--- config.mk ---
export PLATFORM = sky130hd
export DESIGN_NAME = reset_source_controller
export DESIGN_NICKNAME = d
export VERILOG_FILES = /design/src/rst_ctrl_pkg.sv /design/src/level_sync.sv /design/src/persist_filter.sv /design/src/reset_source_controller.sv
export VERILOG_INCLUDE_DIRS = /design/src
export SDC_FILE = /design/constraint.sdc
export NUM_CORES = 1
export LEC_CHECK = 0
export ABC_CLOCK_PERIOD_IN_PS = 3600
export BUFFER_PORTS_ARGS = -buffer_cell sky130_fd_sc_hd__clkbuf_2
export CAP_MARGIN = 0
export CORE_MARGIN = 2
export CORE_UTILIZATION = 40
export DETAILED_ROUTE_END_ITERATION = 8
export SYNTH_ARGS = -nofsm -noshare
export SYNTH_HDL_FRONTEND = slang
export SYNTH_SLANG_ARGS = --single-unit
--- constraint.sdc ---
create_clock -name clock -period 3.6 [get_ports clock]
set_input_delay 0.36 -clock clock [delete_from_list [all_inputs] [get_ports clock]]
set_output_delay 0.36 -clock clock [all_outputs]
set_load 0.01 [all_outputs]
--- src/rst_ctrl_defs.svh ---
// Constants of the reset source controller
`ifndef RST_CTRL_DEFS_SVH
`define RST_CTRL_DEFS_SVH

// ****************************************************************
// Timing
// ****************************************************************
`define CLOCK_PERIOD_NS           25
`define BROWNOUT_MIN_DURATION_NS  2000
`define BROWNOUT_MIN_CYCLES \
  ((`BROWNOUT_MIN_DURATION_NS + `CLOCK_PERIOD_NS - 1) / `CLOCK_PERIOD_NS)
`define STARTUP_DELAY_PERIOD_NS   1638400
`define STARTUP_DELAY_CYCLES \
  ((`STARTUP_DELAY_PERIOD_NS + `CLOCK_PERIOD_NS - 1) / `CLOCK_PERIOD_NS)
`define STARTUP_SHORT_PERIOD_NS   150
`define STARTUP_SHORT_CYCLES \
  ((`STARTUP_SHORT_PERIOD_NS + `CLOCK_PERIOD_NS - 1) / `CLOCK_PERIOD_NS)
`define CLKSEL_EXTRA_CYCLES       16
`define STARTUP_SHIFT_MEDIUM      2
`define STARTUP_SHIFT_FAST        4
`define CLKSEL_SLOW_BIT           0

// ****************************************************************
// Fuse codes and register map
// ****************************************************************
`define BROWNOUT_FUSE_OFF         3'h7
`define ADDR_CAUSE                5'h00
`define ADDR_IRQ_STATUS           5'h04
`define ADDR_IRQ_MASK             5'h08
`define ADDR_CONTROL              5'h0C
`define ADDR_STATE                5'h10
`define ADDR_LOW_BITS             5
`define SEL_NONE                  3'h0
`define SEL_CAUSE                 3'h1
`define SEL_IRQ_STATUS            3'h2
`define SEL_IRQ_MASK              3'h3
`define SEL_CONTROL               3'h4
`define SEL_STATE                 3'h5
`define CAUSE_WIDTH               5
`define CAUSE_POWER_ON            0
`define CTRL_BIT_CMP_BANDGAP      0
`define STATE_BIT_RESET           0
`define STATE_BIT_BANDGAP         1
`define STATE_BIT_BROWNOUT_EN     2
`define STATE_BIT_COUNTING        3
`define STATE_WIDTH               4
`define AXI_RESP_OKAY             2'h0
`define AXI_RESP_SLVERR           2'h2

`endif

--- src/rst_ctrl_pkg.sv ---
// Types of the reset source controller
package rst_ctrl_pkg;

  // Reset cause flags, power-on in bit 0
  typedef struct packed {
    logic scan_reset_cause_flag;
    logic watchdog_cause_flag;
    logic brownout_cause_flag;
    logic pin_reset_cause_flag;
    logic power_on_cause_flag;
  } cause_flags_type;

  // Configuration fuses
  typedef struct packed {
    logic [2:0] brownout_level_fuse;
    logic [1:0] startup_time_fuse;
    logic [3:0] clock_select_fuse;
  } fuse_type;

  // Delay counter sequence
  typedef enum logic [1:0] {
    DELAY_HOLD,
    DELAY_COUNT,
    DELAY_RUN
  } delay_state_type;

endpackage

--- src/level_sync.sv ---
// Two flip-flop synchroniser for a group of levels
`timescale 1ns/10ps
module level_sync #(
  parameter int WIDTH = 1
) (
  input  wire logic             clock,
  input  wire logic             rst,
  input  wire logic [WIDTH-1:0] async_in,
  output logic      [WIDTH-1:0] sync_out
);

  if (WIDTH < 1) begin : g_check
    $error("level_sync needs WIDTH of at least one");
  end

  // ****************************************************************
  // One chain per bit
  // ****************************************************************
  for (genvar i = 0; i < WIDTH; i++) begin : g_bit
    logic meta;
    // First stage feeds only the second stage
    always_ff @(posedge clock or posedge rst) begin
      if (rst) begin
        meta        <= 1'h0;
        sync_out[i] <= 1'h0;
      end else begin
        meta        <= async_in[i];
        sync_out[i] <= meta;
      end
    end
  end

endmodule

--- src/persist_filter.sv ---
// Filter that reports a level only after it persists a minimum time
`timescale 1ns/10ps
module persist_filter #(
  parameter int COUNT = 80
) (
  input  wire logic clock,
  input  wire logic rst,
  input  wire logic level,
  output logic      detected
);

  localparam int                WIDTH = (COUNT > 1) ? $clog2(COUNT) : 1;
  localparam logic [WIDTH-1:0]  LAST  = WIDTH'(COUNT - 1);

  if (COUNT < 1) begin : g_check
    $error("persist_filter needs COUNT of at least one");
  end

  logic [WIDTH-1:0] count;

  // ****************************************************************
  // Persistence counter
  // ****************************************************************
  // Counts cycles of the level, saturates at the last step
  always_ff @(posedge clock or posedge rst) begin
    if (rst) begin
      count <= '0;
    end else if (!level) begin
      count <= '0;
    end else if (count != LAST) begin
      count <= count + WIDTH'(1);
    end
  end

  // Short dips never reach the last step; recovery drops it at once
  always_ff @(posedge clock or posedge rst) begin
    if (rst) begin
      detected <= 1'h0;
    end else begin
      detected <= level && (count == LAST);
    end
  end

endmodule

--- src/reset_source_controller.sv ---
// Reset source combiner, start-up delay, cause flags and bus registers
//
// Local design decisions: the AXI4-Lite register port and the register offsets.
`timescale 1ns/10ps
`include "rst_ctrl_defs.svh"
module reset_source_controller #(
  parameter int ADDR_WIDTH          = 12,
  parameter int COUNT_WIDTH         = 20,
  parameter int DELAY_LONG_CYCLES   = `STARTUP_DELAY_CYCLES,
  parameter int BROWNOUT_MIN_CYCLES = `BROWNOUT_MIN_CYCLES
) (
  input  wire logic                  clock,
  input  wire logic                  rst,
  input  wire logic                  awvalid,
  output logic                       awready,
  input  wire logic [ADDR_WIDTH-1:0] awaddr,
  input  wire logic                  wvalid,
  output logic                       wready,
  input  wire logic [31:0]           wdata,
  input  wire logic [3:0]            wstrb,
  output logic                       bvalid,
  input  wire logic                  bready,
  output logic [1:0]                 bresp,
  input  wire logic                  arvalid,
  output logic                       arready,
  input  wire logic [ADDR_WIDTH-1:0] araddr,
  output logic                       rvalid,
  input  wire logic                  rready,
  output logic [31:0]                rdata,
  output logic [1:0]                 rresp,
  input  wire logic                  power_on_detect,
  input  wire logic                  reset_pin_n,
  input  wire logic                  brownout_low,
  input  wire logic                  watchdog_expire,
  input  wire logic                  watchdog_enable,
  input  wire logic                  scan_reset_bit,
  input  wire rst_ctrl_pkg::fuse_type fuses,
  input  wire logic                  adc_enable,
  output logic                       io_reset,
  output logic                       fetch_start,
  output logic                       bandgap_enable,
  output logic                       irq
);

  // ****************************************************************
  // Elaboration checks
  // ****************************************************************
  if (ADDR_WIDTH < `ADDR_LOW_BITS + 1) begin : g_addr_check
    $error("ADDR_WIDTH too small for the register map");
  end
  if (longint'(DELAY_LONG_CYCLES) + `CLKSEL_EXTRA_CYCLES
      >= (longint'(1) << COUNT_WIDTH)) begin : g_count_check
    $error("COUNT_WIDTH too small for the start-up delay");
  end
  if (DELAY_LONG_CYCLES < 1 || BROWNOUT_MIN_CYCLES < 1) begin : g_min_check
    $error("Delay counts must be at least one");
  end

  // ****************************************************************
  // Decoding functions
  // ****************************************************************
  // Brown-out detector runs unless the level fuse is left unprogrammed
  function automatic logic brownout_detector(input logic [2:0] level);
    brownout_detector = (level != `BROWNOUT_FUSE_OFF);
  endfunction

  // Terminal count of the delay counter from the two fuse groups
  function automatic logic [COUNT_WIDTH-1:0] delay_terminal(
    input rst_ctrl_pkg::fuse_type f
  );
    logic [COUNT_WIDTH-1:0] base;
    base = '0;
    case (f.startup_time_fuse)
      2'h0: base = COUNT_WIDTH'(`STARTUP_SHORT_CYCLES);
      2'h1: base = COUNT_WIDTH'(DELAY_LONG_CYCLES >> `STARTUP_SHIFT_FAST);
      2'h2: base = COUNT_WIDTH'(DELAY_LONG_CYCLES >> `STARTUP_SHIFT_MEDIUM);
      default: base = COUNT_WIDTH'(DELAY_LONG_CYCLES);
    endcase
    if (f.clock_select_fuse[`CLKSEL_SLOW_BIT]) begin
      base = base + COUNT_WIDTH'(`CLKSEL_EXTRA_CYCLES);
    end
    delay_terminal = base;
  endfunction

  // Register select from a byte address
  function automatic logic [2:0] reg_select(
    input logic [ADDR_WIDTH-1:0] addr
  );
    reg_select = `SEL_NONE;
    if ((addr >> `ADDR_LOW_BITS) == '0) begin
      case (addr[`ADDR_LOW_BITS-1:0])
        `ADDR_CAUSE:      reg_select = `SEL_CAUSE;
        `ADDR_IRQ_STATUS: reg_select = `SEL_IRQ_STATUS;
        `ADDR_IRQ_MASK:   reg_select = `SEL_IRQ_MASK;
        `ADDR_CONTROL:    reg_select = `SEL_CONTROL;
        `ADDR_STATE:      reg_select = `SEL_STATE;
        default:          reg_select = `SEL_NONE;
      endcase
    end
  endfunction

  // ****************************************************************
  // Declarations
  // ****************************************************************
  logic                         pon_sync;
  logic                         pin_low_sync;
  logic                         scan_sync;
  logic                         brownout_sync;
  logic                         brownout_on;
  logic                         brownout_reset;
  logic                         watchdog_prev;
  logic                         watchdog_pulse;
  logic                         async_set;
  logic                         hold_meta;
  logic                         hold_sync;
  rst_ctrl_pkg::delay_state_type state;
  logic [COUNT_WIDTH-1:0]       count;
  logic [COUNT_WIDTH-1:0]       terminal;
  rst_ctrl_pkg::cause_flags_type cause;
  rst_ctrl_pkg::cause_flags_type cause_set;
  rst_ctrl_pkg::cause_flags_type cause_prev;
  logic [`CAUSE_WIDTH-1:0]      irq_status;
  logic [`CAUSE_WIDTH-1:0]      irq_mask;
  logic                         comparator_bandgap_select;
  logic                         aw_held;
  logic [ADDR_WIDTH-1:0]        aw_addr;
  logic                         w_held;
  logic [31:0]                  w_data;
  logic [3:0]                   w_strb;
  logic                         do_write;
  logic [2:0]                   wr_sel;
  logic                         wr_byte0;
  logic [`CAUSE_WIDTH-1:0]      cause_clear;
  logic [`CAUSE_WIDTH-1:0]      irq_clear;
  logic [2:0]                   rd_sel;
  logic [31:0]                  next_rdata;

  // ****************************************************************
  // Source conditioning
  // ****************************************************************
  // Pin-side levels are synchronised before the flag logic sees them
  level_sync #(
    .WIDTH    (4)
  ) u_sync (
    .clock    (clock),
    .rst      (rst),
    .async_in ({power_on_detect, ~reset_pin_n, scan_reset_bit,
                brownout_low}),
    .sync_out ({pon_sync, pin_low_sync, scan_sync, brownout_sync})
  );

  assign brownout_on = brownout_detector(fuses.brownout_level_fuse);

  // Brown-out counts only while the detector is enabled
  persist_filter #(
    .COUNT    (BROWNOUT_MIN_CYCLES)
  ) u_brownout (
    .clock    (clock),
    .rst      (rst),
    .level    (brownout_sync & brownout_on),
    .detected (brownout_reset)
  );

  // Watchdog expiry gives a single-cycle pulse when enabled
  always_ff @(posedge clock or posedge rst) begin
    if (rst) begin
      watchdog_prev  <= 1'h0;
      watchdog_pulse <= 1'h0;
    end else begin
      watchdog_prev  <= watchdog_expire;
      watchdog_pulse <= watchdog_expire & watchdog_enable
                        & ~watchdog_prev;
    end
  end

  // ****************************************************************
  // Reset combiner and delay counter
  // ****************************************************************
  // Asynchronous OR of every source; pin, power-on and scan work with the clock stopped, watchdog and brown-out need it
  assign async_set = rst | power_on_detect | ~reset_pin_n
                     | scan_reset_bit | watchdog_pulse
                     | brownout_reset;

  // Release of the combined reset brought onto the clock
  always_ff @(posedge clock or posedge async_set) begin
    if (async_set) begin
      hold_meta <= 1'h1;
      hold_sync <= 1'h1;
    end else begin
      hold_meta <= 1'h0;
      hold_sync <= hold_meta;
    end
  end

  assign terminal = delay_terminal(fuses);

  // Delay starts once every source is quiet, restarts on any new source
  always_ff @(posedge clock or posedge async_set) begin
    if (async_set) begin
      state <= rst_ctrl_pkg::DELAY_HOLD;
      count <= '0;
    end else begin
      case (state)
        rst_ctrl_pkg::DELAY_HOLD: begin
          if (!hold_sync) begin
            state <= rst_ctrl_pkg::DELAY_COUNT;
            count <= '0;
          end
        end
        rst_ctrl_pkg::DELAY_COUNT: begin
          if (count == terminal) begin
            state <= rst_ctrl_pkg::DELAY_RUN;
          end else begin
            count <= count + COUNT_WIDTH'(1);
          end
        end
        rst_ctrl_pkg::DELAY_RUN: begin
          state <= rst_ctrl_pkg::DELAY_RUN;
        end
        default: begin
          state <= rst_ctrl_pkg::DELAY_HOLD;
        end
      endcase
    end
  end

  // I/O reset set at once by any source, cleared after the delay
  always_ff @(posedge clock or posedge async_set) begin
    if (async_set) begin
      io_reset    <= 1'h1;
      fetch_start <= 1'h0;
    end else begin
      io_reset    <= (state != rst_ctrl_pkg::DELAY_RUN);
      fetch_start <= (state == rst_ctrl_pkg::DELAY_RUN) & io_reset;
    end
  end

  // ****************************************************************
  // Reference enable
  // ****************************************************************
  // Reference runs for brown-out, comparator or converter
  always_ff @(posedge clock or posedge rst) begin
    if (rst) begin
      bandgap_enable <= 1'h0;
    end else begin
      bandgap_enable <= brownout_on | comparator_bandgap_select
                        | adc_enable;
    end
  end

  // ****************************************************************
  // Cause flags and interrupts
  // ****************************************************************
  assign cause_set = '{scan_reset_cause_flag: scan_sync,
                       watchdog_cause_flag:   watchdog_pulse,
                       brownout_cause_flag:   brownout_reset,
                       pin_reset_cause_flag:  pin_low_sync,
                       power_on_cause_flag:   pon_sync};

  // Bus write strobes for the two clearable registers
  assign do_write    = aw_held & w_held & ~bvalid;
  assign wr_sel      = reg_select(aw_addr);
  assign wr_byte0    = do_write & w_strb[0];
  assign cause_clear = (wr_byte0 && wr_sel == `SEL_CAUSE)
                       ? ~w_data[`CAUSE_WIDTH-1:0] : '0;
  assign irq_clear   = (wr_byte0 && wr_sel == `SEL_IRQ_STATUS)
                       ? w_data[`CAUSE_WIDTH-1:0] : '0;

  // Flags survive internal reset, except that power-on clears the other four; a set in the clear cycle wins
  always_ff @(posedge clock or posedge rst) begin
    if (rst) begin
      cause <= '0;
    end else begin
      cause.power_on_cause_flag <= cause_set.power_on_cause_flag
        | (cause.power_on_cause_flag
           & ~cause_clear[`CAUSE_POWER_ON]);
      cause[`CAUSE_WIDTH-1:1] <= cause_set[`CAUSE_WIDTH-1:1]
        | (cause[`CAUSE_WIDTH-1:1] & ~cause_clear[`CAUSE_WIDTH-1:1]
           & {(`CAUSE_WIDTH-1){~pon_sync}});
    end
  end

  // Sticky interrupt status on the rise of each cause, write one clears
  always_ff @(posedge clock or posedge rst) begin
    if (rst) begin
      cause_prev <= '0;
      irq_status <= '0;
      irq        <= 1'h0;
    end else begin
      cause_prev <= cause_set;
      irq_status <= (cause_set & ~cause_prev) | (irq_status & ~irq_clear);
      irq        <= |(irq_status & irq_mask);
    end
  end

  // ****************************************************************
  // Bus write channel
  // ****************************************************************
  assign awready = ~aw_held & ~bvalid;
  assign wready  = ~w_held & ~bvalid;

  // Address and data taken in either order, response after both
  always_ff @(posedge clock or posedge rst) begin
    if (rst) begin
      aw_held <= 1'h0;
      aw_addr <= '0;
      w_held  <= 1'h0;
      w_data  <= '0;
      w_strb  <= '0;
      bvalid  <= 1'h0;
      bresp   <= `AXI_RESP_OKAY;
    end else begin
      if (awvalid && awready) begin
        aw_held <= 1'h1;
        aw_addr <= awaddr;
      end
      if (wvalid && wready) begin
        w_held <= 1'h1;
        w_data <= wdata;
        w_strb <= wstrb;
      end
      if (do_write) begin
        aw_held <= 1'h0;
        w_held  <= 1'h0;
        bvalid  <= 1'h1;
        bresp   <= (wr_sel == `SEL_NONE || wr_sel == `SEL_STATE)
                   ? `AXI_RESP_SLVERR : `AXI_RESP_OKAY;
      end else if (bvalid && bready) begin
        bvalid <= 1'h0;
      end
    end
  end

  // Writable control registers
  always_ff @(posedge clock or posedge rst) begin
    if (rst) begin
      irq_mask                  <= '0;
      comparator_bandgap_select <= 1'h0;
    end else if (wr_byte0) begin
      if (wr_sel == `SEL_IRQ_MASK) begin
        irq_mask <= w_data[`CAUSE_WIDTH-1:0];
      end
      if (wr_sel == `SEL_CONTROL) begin
        comparator_bandgap_select <= w_data[`CTRL_BIT_CMP_BANDGAP];
      end
    end
  end

  // ****************************************************************
  // Bus read channel
  // ****************************************************************
  assign arready = ~rvalid;
  assign rd_sel  = reg_select(araddr);

  // Read data mux, unused bits read as zero
  always_comb begin
    next_rdata = '0;
    case (rd_sel)
      `SEL_CAUSE:      next_rdata[`CAUSE_WIDTH-1:0] = cause;
      `SEL_IRQ_STATUS: next_rdata[`CAUSE_WIDTH-1:0] = irq_status;
      `SEL_IRQ_MASK:   next_rdata[`CAUSE_WIDTH-1:0] = irq_mask;
      `SEL_CONTROL:    next_rdata[`CTRL_BIT_CMP_BANDGAP] =
                         comparator_bandgap_select;
      `SEL_STATE: begin
        next_rdata[`STATE_BIT_RESET]       = io_reset;
        next_rdata[`STATE_BIT_BANDGAP]     = bandgap_enable;
        next_rdata[`STATE_BIT_BROWNOUT_EN] = brownout_on;
        next_rdata[`STATE_BIT_COUNTING]    =
          (state == rst_ctrl_pkg::DELAY_COUNT);
      end
      default:         next_rdata = '0;
    endcase
  end

  // Read answer one cycle after the address is taken
  always_ff @(posedge clock or posedge rst) begin
    if (rst) begin
      rvalid <= 1'h0;
      rdata  <= '0;
      rresp  <= `AXI_RESP_OKAY;
    end else if (arvalid && arready) begin
      rvalid <= 1'h1;
      rdata  <= next_rdata;
      rresp  <= (rd_sel == `SEL_NONE) ? `AXI_RESP_SLVERR : `AXI_RESP_OKAY;
    end else if (rvalid && rready) begin
      rvalid <= 1'h0;
    end
  end

endmodule

## After elaboration in Yosys (flattened, before gate mapping)

Cells that the tools add are included.

- Flip-flop bits (word level): 98
- Latch bits: 0
- Bits in writable memories: 0
- Memory bits (read-only): 0
- Bits of input ports: 83
- Output and inout port bits: 45
- Memories: 0

- Add/subtract/negate cells: 3
- $mul: 0
- Div/mod/pow operators: 0
- Order comparisons: 0
- Equality and inequality tests: 31
- Shifts and indexed selects: 0
- Multiplexer cells: 29
- Bitwise operators: 37
- Reductions and logical operators: 27

Operators by type and width:

| kind | number |
|---|---|
| $mux 20 | 3 |
| $pmux 17 s3 | 1 |
| $pmux 20 s2 | 1 |
| $pmux 3 s5 | 2 |
| $logic_not 12->1 | 2 |
| $add 20x1->20 const B | 1 |
| $add 20x5->20 const B | 1 |
| $eq 20x20->1 | 1 |
| $eq 5x4->1 const B | 4 |
| $and 5x5->5 | 3 |
| $not 5->5 | 3 |
| $mux 7 | 2 |
| $eq 3x2->1 const B | 4 |
| $eq 3x3->1 const B | 4 |
| $pmux 3 s4 | 1 |
| $and 1x1->1 | 10 |
| $eq 5x3->1 const B | 2 |
| $eq 5x5->1 const B | 2 |
| $logic_not 5->1 | 2 |
| $mux 5 | 2 |
| $ne 2x2->1 const B | 5 |
| $reduce_bool 2->1 | 5 |
| $and 4x4->4 | 2 |
| $logic_and 1x1->1 | 8 |
| 24 further kinds | 56 |

## Longest topological paths before layout

Gate-level depths: netlist (run 1).

- Depth after elaboration: 10
- Depth in mapped cells: 8
- Depth with buffers taken out: 7

## Hierarchy

Synthesis (run 1) repeated with hierarchy kept, for this count alone.

- Cell total of the unflattened synthesis: 416
- Area total of the unflattened synthesis: 4,579.4 um^2

By module, submodules not included:

| module | instances | cells each | area an instance (um^2) | seq. area each (um^2) |
|---|---|---|---|---|
| reset_source_controller | 1 | 369 | 3,982.6 | 2,005.7 |
| persist_filter | 1 | 38 | 392.9 | 200.2 |
| level_sync | 1 | 9 | 203.9 | 200.2 |

## Least setup slack after synthesis (run 1)

OpenSTA, ideal clock, no wires.

- Kind: reg2reg
- From: reg state[0]
- To: reg count[19]
- Setup time: 0.128 ns
- Arrival time: 1.830 ns
- Required time: 3.472 ns
- Path slack: 1.642 ns
- Stages on the path, launching flop included: 9
- Buffers on the path: 1
- Clock period less this slack: 1.958 ns
- Cell sequence: dfrtp_1 -> inv_1 -> ha_1 -> nand2_1 -> and4b_1 -> clkbuf_1 -> nand3_1 -> nor4_2 -> mux2_1

- Word-level cells in the longest chain between the ends: 3

Ends and longest elaborated chain:

| element | line | source |
|---|---|---|
| from (decl) | reset_source_controller.sv:116 | `rst_ctrl_pkg::delay_state_type state;` |
| from (signal assigned) | reset_source_controller.sv:200 | `state <= rst_ctrl_pkg::DELAY_HOLD;` |
| from (signal assigned) | reset_source_controller.sv:206 | `state <= rst_ctrl_pkg::DELAY_COUNT;` |
| from (signal assigned) | reset_source_controller.sv:212 | `state <= rst_ctrl_pkg::DELAY_RUN;` |
| $eq 2x1->1 / $logic_not 2->1 (equally long branches) | reset_source_controller.sv:203 | `case (state)` |
| $ne 2x2->1 (no source line) / $reduce_bool 2->1 (equally long branches) | n/a |  |
| $reduce_and 3->1 (no source line) | n/a |  |
| to (signal assigned) | reset_source_controller.sv:214 | `count <= count + COUNT_WIDTH'(1);` |
| to (decl) | reset_source_controller.sv:117 | `logic [COUNT_WIDTH-1:0] count;` |

Parallel ways exist; a longest one is shown, timed or not.
A chain may end at the register's enable or synchronous reset.

## Worst setup path in the final report (run 1)

- From: reg state[1]
- To: reg count[19]

Same word-level chain as after synthesis.

==> results of run 1 <==
[cells by family after synthesis]
| kind of cell | after synthesis |
|---|---|
| mux | 36 |
| simple gates | 147 |
| fa+ha+maj | 7 |
| buf+inv | 60 |
| flops | 96 |
| xor+xnor | 14 |
| compound gates | 58 |
| other cells | 1 |
[routing by layer]
| layer | share of wire (%) | GRT usage, % |
|---|---|---|
| met5 | 0 | 0 |
| met4 | 0.84 | 3.92 |
| met3 | 3.2 | 4.54 |
| met2 | 52 | 27.4 |
| met1 | 44 | 19.3 |
[worst register-to-register path, cell delays in order, from the launching register on]
cell     delay, ps
dfrtp_1        400
inv_1          110
ha_1           420
nor2_1         130
and4b_1        480
nand3_1        170
nor4_2         190
mux2_1         350
[cell usage after synthesis, types with 2 or more instances]
cell type,count
a31oi_1,5
o21a_1,2
nor2b_1,13
a22o_1,8
xor2_1,11
nand2_1,27
inv_1,18
or4_1,2
nand2b_1,8
o21ai_0,11
mux2_2,23
a2bb2oi_1,2
or3_1,4
buf_4,30
a21o_1,4
nor3b_2,2
dfstp_2,3
and4b_1,2
ha_1,6
and4_1,3
and2_1,3
nor3_1,4
buf_2,2
mux2i_1,6
clkbuf_1,9
mux2_1,6
xnor2_1,3
nor4_1,8
o31ai_1,2
nand4_1,8
and3_1,3
nor2_1,39
o21ai_1,6
nand3_1,13
a21oi_1,9
dfrtp_1,93
[cell type report]
type                       count  area [um^2]  share of cell area [%]
clock buffer                  10          229                    4.39
clock inverter                 6         43.8                   0.840
inverter                      18         67.6                    1.30
multi-input combinational    292         1930                    37.1
sequential                    96         2410                    46.2
tap                          143          179                    3.43
timing repair buffer          69          355                    6.82
[worst paths after layout]
path                                 startpoint              endpoint  slack, ps  depth (start not counted)
hold / removal                              rst  u_sync.g_bit[3].meta         20                          2
hold reg to reg            u_sync.g_bit[0].meta    u_sync.sync_out[0]        350                          0
max in group asynchronous           reset_pin_n             hold_meta       2540                          5
setup / recovery                       state[1]             count[19]       1240                          7
setup reg to reg                       state[1]             count[19]       1240                          7
min in group clock                 brownout_low  u_sync.g_bit[0].meta        120                          1
[state kept, by name, indices dropped and copies added, names as in the netlist, 2 cells and up]
| name | count |
|---|---|
| state | 2 |
| w_data | 5 |
| u_brownout.count | 7 |
| irq_status | 5 |
| cause_prev | 5 |
| u_sync.sync_out | 4 |
| u_sync.g_bit.meta | 4 |
| rdata | 5 |
| cause | 5 |
| count | 20 |
| irq_mask | 5 |
| aw_addr | 12 |
[power breakdown]
part | internal (uW) | switching (uW) | leakage (uW)
Sequential | 1260 | 148 | 0.00120
Clock | 472 | 408 | 0.000133
Combinational | 302 | 340 | 0.00117
Total | 2030 | 896 | 0.00250
[metrics by stage]
step	util [%]	instance area, um^2	setup WS, ps
after floorplan	-	4680	329
after global placement	43.8	4940	1310
after detailed placement	43.8	4940	1250
after CTS	46.2	5210	1240
after global routing	46.2	5210	1020
final	46.2	5210	1240
==> flow_metrics.env, run 1 <==
export IMPL_grt_pass1_wl_um=15400
export IMPL_p_leak_uw=0.00250
export IMPL_worstPathArrival_ps=2580
export IMPL_row_count=39
export IMPL_htreeDepth=3
export IMPL_layout_common_cells="dfrtp_1, clkbuf_2, nor2_1"
export IMPL_nets=575
export IMPL_rsz0062_at_grt="no"
export IMPL_area_delta_synth_final_pct=14.0
export IMPL_seq_area_frac_synth_pct=52.6
export IMPL_path_class="reg -> reg"
export IMPL_ctsResizeCount=0
export IMPL_cts_made_buffers=9
export IMPL_drc=0
export IMPL_dieArea_mm2=0.0123
export IMPL_relSlewSlack_pct=32.2
export IMPL_hold_class="in -> async"
export IMPL_vdd_drop_max_uv=341
export IMPL_chipHeight_um=111
export IMPL_end_kind="flop"
export IMPL_critPathBufInv=1
export IMPL_cts_sinks=96
export IMPL_worstPathRequired_ps=3820
export IMPL_skew_ps=7.17
export IMPL_grt_overflow=0
export IMPL_cts_tree="built"
export IMPL_core_mm2=0.0113
export IMPL_synth_top_family_by_area="simple AND/OR/NAND/NOR gates"
export IMPL_post_cts_buffers=0
export IMPL_fmax_mhz=424
export IMPL_synth_cell_type_count=57
export IMPL_muxShareOfSynthArea_pct=8.95
export IMPL_io_pin_count=128
export IMPL_fin_crit_ps=2360
export IMPL_final_max_slew_viol_count=0
export IMPL_n_antenna_cell=0
export IMPL_start_util_pct=40.6
export IMPL_yosys_warnings=0
export IMPL_via_per_inst=4.97
export IMPL_synth_edf_count=0
export IMPL_ys_flop_type="dfrtp_1"
export IMPL_cp_max_fo=11
export IMPL_netlist_area_mm2=0.00457
export IMPL_clockBufferDepth=2
export IMPL_synthArstFlopShare_pct=100
export IMPL_crit_chain="inv_1 > ha_1 > nor2_1 > and4b_1 > nand3_1 > nor4_2 > mux2_1"
export IMPL_syn_avg_cell_area_um2=10.9
export IMPL_cts_hold_buf=0
export IMPL_via_count=3148
export IMPL_clk_latency_ps=340
export IMPL_antenna_found_initial=0
export IMPL_grt_pass1_vias=3143
export IMPL_cts_root_buffer="clkbuf_16"
export IMPL_synth_top_area_share_pct=50.9
export IMPL_tightest_slew_ps=1010
export IMPL_status="finished clean"
export IMPL_synth_largest_area_cell="dfrtp_1"
export IMPL_synth_cells=419
export IMPL_final_common_cell="dfrtp_1"
export IMPL_synth_seq_cells=96
export IMPL_synth_xor_area_share_pct=2.68
export IMPL_stdcell_count=634
export IMPL_hold_violations=0
export IMPL_wl_per_cell_um=14.3
export IMPL_gr_usage_all_layers_pct=15.7
export IMPL_gp_congestion=0.799
export IMPL_start_kind="flop"
export IMPL_port_buffers=65
export IMPL_layout_drive_gt1_share_pct=24.8
export IMPL_dp_hpwl_um=6750
export IMPL_synth_area_leaders="dfrtp_1, mux2_2, buf_4"
export IMPL_power_uw=2930
export IMPL_post_route_period_util_pct=65.6
export IMPL_synthAdderAreaFrac_pct=1.86
export IMPL_grt_max_degree=33
export IMPL_die_x_um=111
export IMPL_synthSimpleGateAreaFrac_pct=17.6
export IMPL_cpMaxStageDelayCell="and4b_1"
export IMPL_drv_cap=0
export IMPL_dp_cells=618
export IMPL_powerDensity_mw_per_mm2=562
export IMPL_wl_um=9040
export IMPL_nFillCells=1058
export IMPL_clk_pin_slew_ps=70
export IMPL_crit_family="simple AND/OR/NAND/NOR gates"
export IMPL_finalSetupTns_ps=0
export IMPL_hold_ws_ps=22.8
export IMPL_slowest_delay_ps=480
export IMPL_synth_compound_area_share_pct=8.57
export IMPL_antenna_left=0
export IMPL_drt_initial_drc_count=114
export IMPL_setup_viol=0
export IMPL_first_pass_iters=4
Power figures use the tool's default switching activity.
==> inputs of run 2 (changes only) <==
--- a/config.mk
+++ b/config.mk
@@ -6,12 +6,14 @@
 export SDC_FILE = /design/constraint.sdc
 export NUM_CORES = 1
 export LEC_CHECK = 0
-export ABC_CLOCK_PERIOD_IN_PS = 3600
+export ABC_AREA = 1
+export ABC_CLOCK_PERIOD_IN_PS = 2150
 export BUFFER_PORTS_ARGS = -buffer_cell sky130_fd_sc_hd__clkbuf_2
 export CAP_MARGIN = 0
 export CORE_MARGIN = 2
 export CORE_UTILIZATION = 40
 export DETAILED_ROUTE_END_ITERATION = 8
+export PLACE_DENSITY = 0.65
 export SYNTH_ARGS = -nofsm -noshare
 export SYNTH_HDL_FRONTEND = slang
 export SYNTH_SLANG_ARGS = --single-unit
==> constraint.sdc (replaced) <==
create_clock -name clock -period 2.15 [get_ports clock]
set_input_delay 0.215 -clock clock [delete_from_list [all_inputs] [get_ports clock]]
set_output_delay 0.215 -clock clock [all_outputs]
set_load 0.01 [all_outputs]
==> flow_metrics.env, run 2 <==
export IMPL_slowest_delay_ps=450
export IMPL_via_count=4220
export IMPL_layout_common_cells="nand2_1, nor2_1, dfrtp_1"
export IMPL_r2r_slack_ps=230
export IMPL_powerDensity_mw_per_mm2=909
export IMPL_swShare_pct=34.4
export IMPL_power_share_clock_pct=30.1
export IMPL_synth_cell_type_count=34
export IMPL_worstPathRequired_ps=2420
export IMPL_grt_pass1_vias=3913
export IMPL_crit_family="simple AND/OR/NAND/NOR gates"
export IMPL_seq_area_frac_synth_pct=47.7
export IMPL_yosys_warnings=0
export IMPL_gr_usage_all_layers_pct=16.5
export IMPL_path_class="reg -> reg"
export IMPL_fin_crit_ps=1920
export IMPL_synth_common_cells="nand2_1, nor2_1, dfrtp_1, inv_1, nand3_1"
export IMPL_synth_seq_cells=96
export IMPL_final_max_slew_viol_count=0
export IMPL_p_leak_uw=0.00286
export IMPL_cts_root_buffer="clkbuf_16"
export IMPL_r2r_start="count[17]"
export IMPL_post_cts_buffers=0
export IMPL_dp_slack_ps=176
export IMPL_cpMaxStageDelayCell="dfrtp_1"
export IMPL_setup_viol=0
export IMPL_start_kind="flop"
export IMPL_r2r_end="count[6]"
export IMPL_clk_latency_ps=340
export IMPL_end_kind="flop"
export IMPL_largest_reg_flops=20
export IMPL_synth_cells=634
export IMPL_fin_ws_ps=225
export IMPL_drc=0
export IMPL_relSlewSlack_pct=60.8
export IMPL_synth_most_common_cell="nand2_1"
export IMPL_area_delta_synth_final_pct=15.4
export IMPL_fmax_mhz=520
export IMPL_via_per_inst=4.76
export IMPL_layout_drive_gt1_share_pct=16.9
export IMPL_first_pass_iters=4
export IMPL_vdd_drop_max_uv=571
export IMPL_clockBufferDepth=2
export IMPL_gp_congestion=0.938
export IMPL_hold_class="in -> reg"
export IMPL_n_antenna_cell=0
export IMPL_rsz0062_at_grt="no"
export IMPL_synthArstFlopShare_pct=100
export IMPL_holdPathStages=1
export IMPL_synth_edf_count=0
export IMPL_tightest_slew_ps=586
export IMPL_antenna_found_initial=0
export IMPL_htreeDepth=3
export IMPL_top_register="count"
export IMPL_io_pin_count=128
export IMPL_switchingPower_uw=1820
export IMPL_p_seq_share_pct=42.7
export IMPL_drv_cap=0
export IMPL_die_x_um=116
export IMPL_cts_sinks=96
export IMPL_holdPathEnd="u_sync.g_bit[3].meta"
export IMPL_critPathBufInv=1
export IMPL_wl_per_cell_um=11.9
export IMPL_min_from="power_on_detect"
export IMPL_drt_initial_drc_count=204
export IMPL_cts_tree="built"
export IMPL_multiInputGateArea_mm2=0.00224
export IMPL_synth_area_leaders="dfrtp_1, nand2_1, nor2_1"
export IMPL_crit_top_cell="nand2_1"
export IMPL_status="finished clean"
export IMPL_port_buffers=65
export IMPL_r2r_cells=12
export IMPL_synth_largest_area_cell="dfrtp_1"
export IMPL_power_report_internal_total_uw=3470
export IMPL_synth_top_area_share_pct=46.2
export IMPL_row_count=41
export IMPL_clk_pin_slew_ps=70
export IMPL_combPwrFrac_pct=27.2
export IMPL_start_util_pct=40.4
export IMPL_crit_chain="nor2_1 > nand2_1 > nor2_1 > nand2_1 > nor2_1 > nand2_2 > nand2_4 > nand2_4 > nand2_1 > buf_6 > nand2_1 > nand2_1"
export IMPL_antenna_left=0
export IMPL_netlist_area_mm2=0.00504
export IMPL_grt_pass1_wl_um=17800
export IMPL_nets=800
export IMPL_nFillCells=1221
export IMPL_skew_ps=9.50
export IMPL_core_mm2=0.0125
export IMPL_grt_max_degree=52
export IMPL_ys_flop_type="dfrtp_1"
export IMPL_chipHeight_um=116
export IMPL_cp_max_fo=20
export IMPL_wl_um=10600
export IMPL_grt_overflow=0
export IMPL_worstPathArrival_ps=2190
export IMPL_final_common_cell="nand2_1"
export IMPL_cts_made_buffers=9
export IMPL_post_route_period_util_pct=89.5
export IMPL_dp_hpwl_um=7900
export IMPL_dieArea_mm2=0.0135
export IMPL_finalSetupTns_ps=0
export IMPL_syn_avg_cell_area_um2=7.95
export IMPL_top_regs="count x20, aw_addr x12, u_brownout.count x7"
export IMPL_hold_violations=0
export IMPL_ff_latch_area_mm2=0.00241
-- run 2: layout make-up --
cell class | instances | area share (%)
Clock buffer | 9 | 3.87
Inverter | 61 | 3.94
Sequential cell | 96 | 41.4
Tap cell | 172 | 3.70
Timing Repair Buffer | 76 | 7.47
Multi-Input combinational cell | 467 | 38.5
Clock inverter | 5 | 1.12
-- run 2: routing by layer --
metal	up-vias	global-route usage [%]	share of wire [%]
met5	-	0	0
met4	0	6.35	0.91
met3	6	3.11	5.6
met2	123	26.4	48
met1	1974	22.3	46
li1	2117	-	-
-- run 2: through the flow --
stage | utilization, % | hold slack [ps] | area (um^2) | total power [uW] | std cells
final | 46.7 | 28.5 | 5820 | 5290 | 886
after global routing | 46.7 | 8.49 | 5820 | 5640 | 886
after CTS | 46.6 | 17.2 | 5810 | 5340 | 886
after detailed placement | 44.0 | 283 | 5480 | 3710 | 868
after global placement | 44.0 | 272 | 5480 | 3640 | 868
after floorplan | - | 246 | 5150 | 3410 | 663
-- run 2: logic make-up (layout without fill, tap and decap cells) --
group,count (synthesis),after routing,share of synthesized area (%)
compound gates,53,53,5.56
xor+xnor,11,11,1.91
fa+ha+maj,6,6,1.49
buf+inv,100,151,10.2
flops,96,96,47.7
mux,8,8,1.79
other cells,1,30,0.0744
simple gates,359,359,31.2
-- run 2: worst max path at each step --
stage	slack (ps)	cells after the start	endpoint	from
after CTS	140	12	count[6]	count[0]
final	230	12	count[6]	count[17]
after global routing	10	12	count[19]	count[17]
after floorplan	170	1	aw_addr[0]	rst
after global placement	260	12	count[15]	count[0]
after detailed placement	180	12	count[6]	count[0]
-- run 2: what timing repair did --
item / in CTS / in global routing
hold buffers: 4 / 0
resized for setup: 0 / 2
endpoints found under the hold margin: 22 / 0
endpoints found under the setup margin: 0 / 20
-- run 2: worst register-to-register path: stages (launching register included) --
cell and delay [ps]:
dfrtp_1 450, nor2_1 130, nand2_1 60, nor2_1 110, nand2_1 90, nor2_1 130
nand2_2 120, nand2_4 100, nand2_4 180, nand2_1 140, buf_6 200, nand2_1 80
nand2_1 60
-- run 2: power groups by stage --
stage,combinational (uW),sequential (uW),clock [uW]
finish,1440,2260,1590
global route,1620,2300,1730
CTS,1440,2260,1640
detailed placement,1420,2290,0
global placement,1360,2270,0
floorplan,1140,2260,0
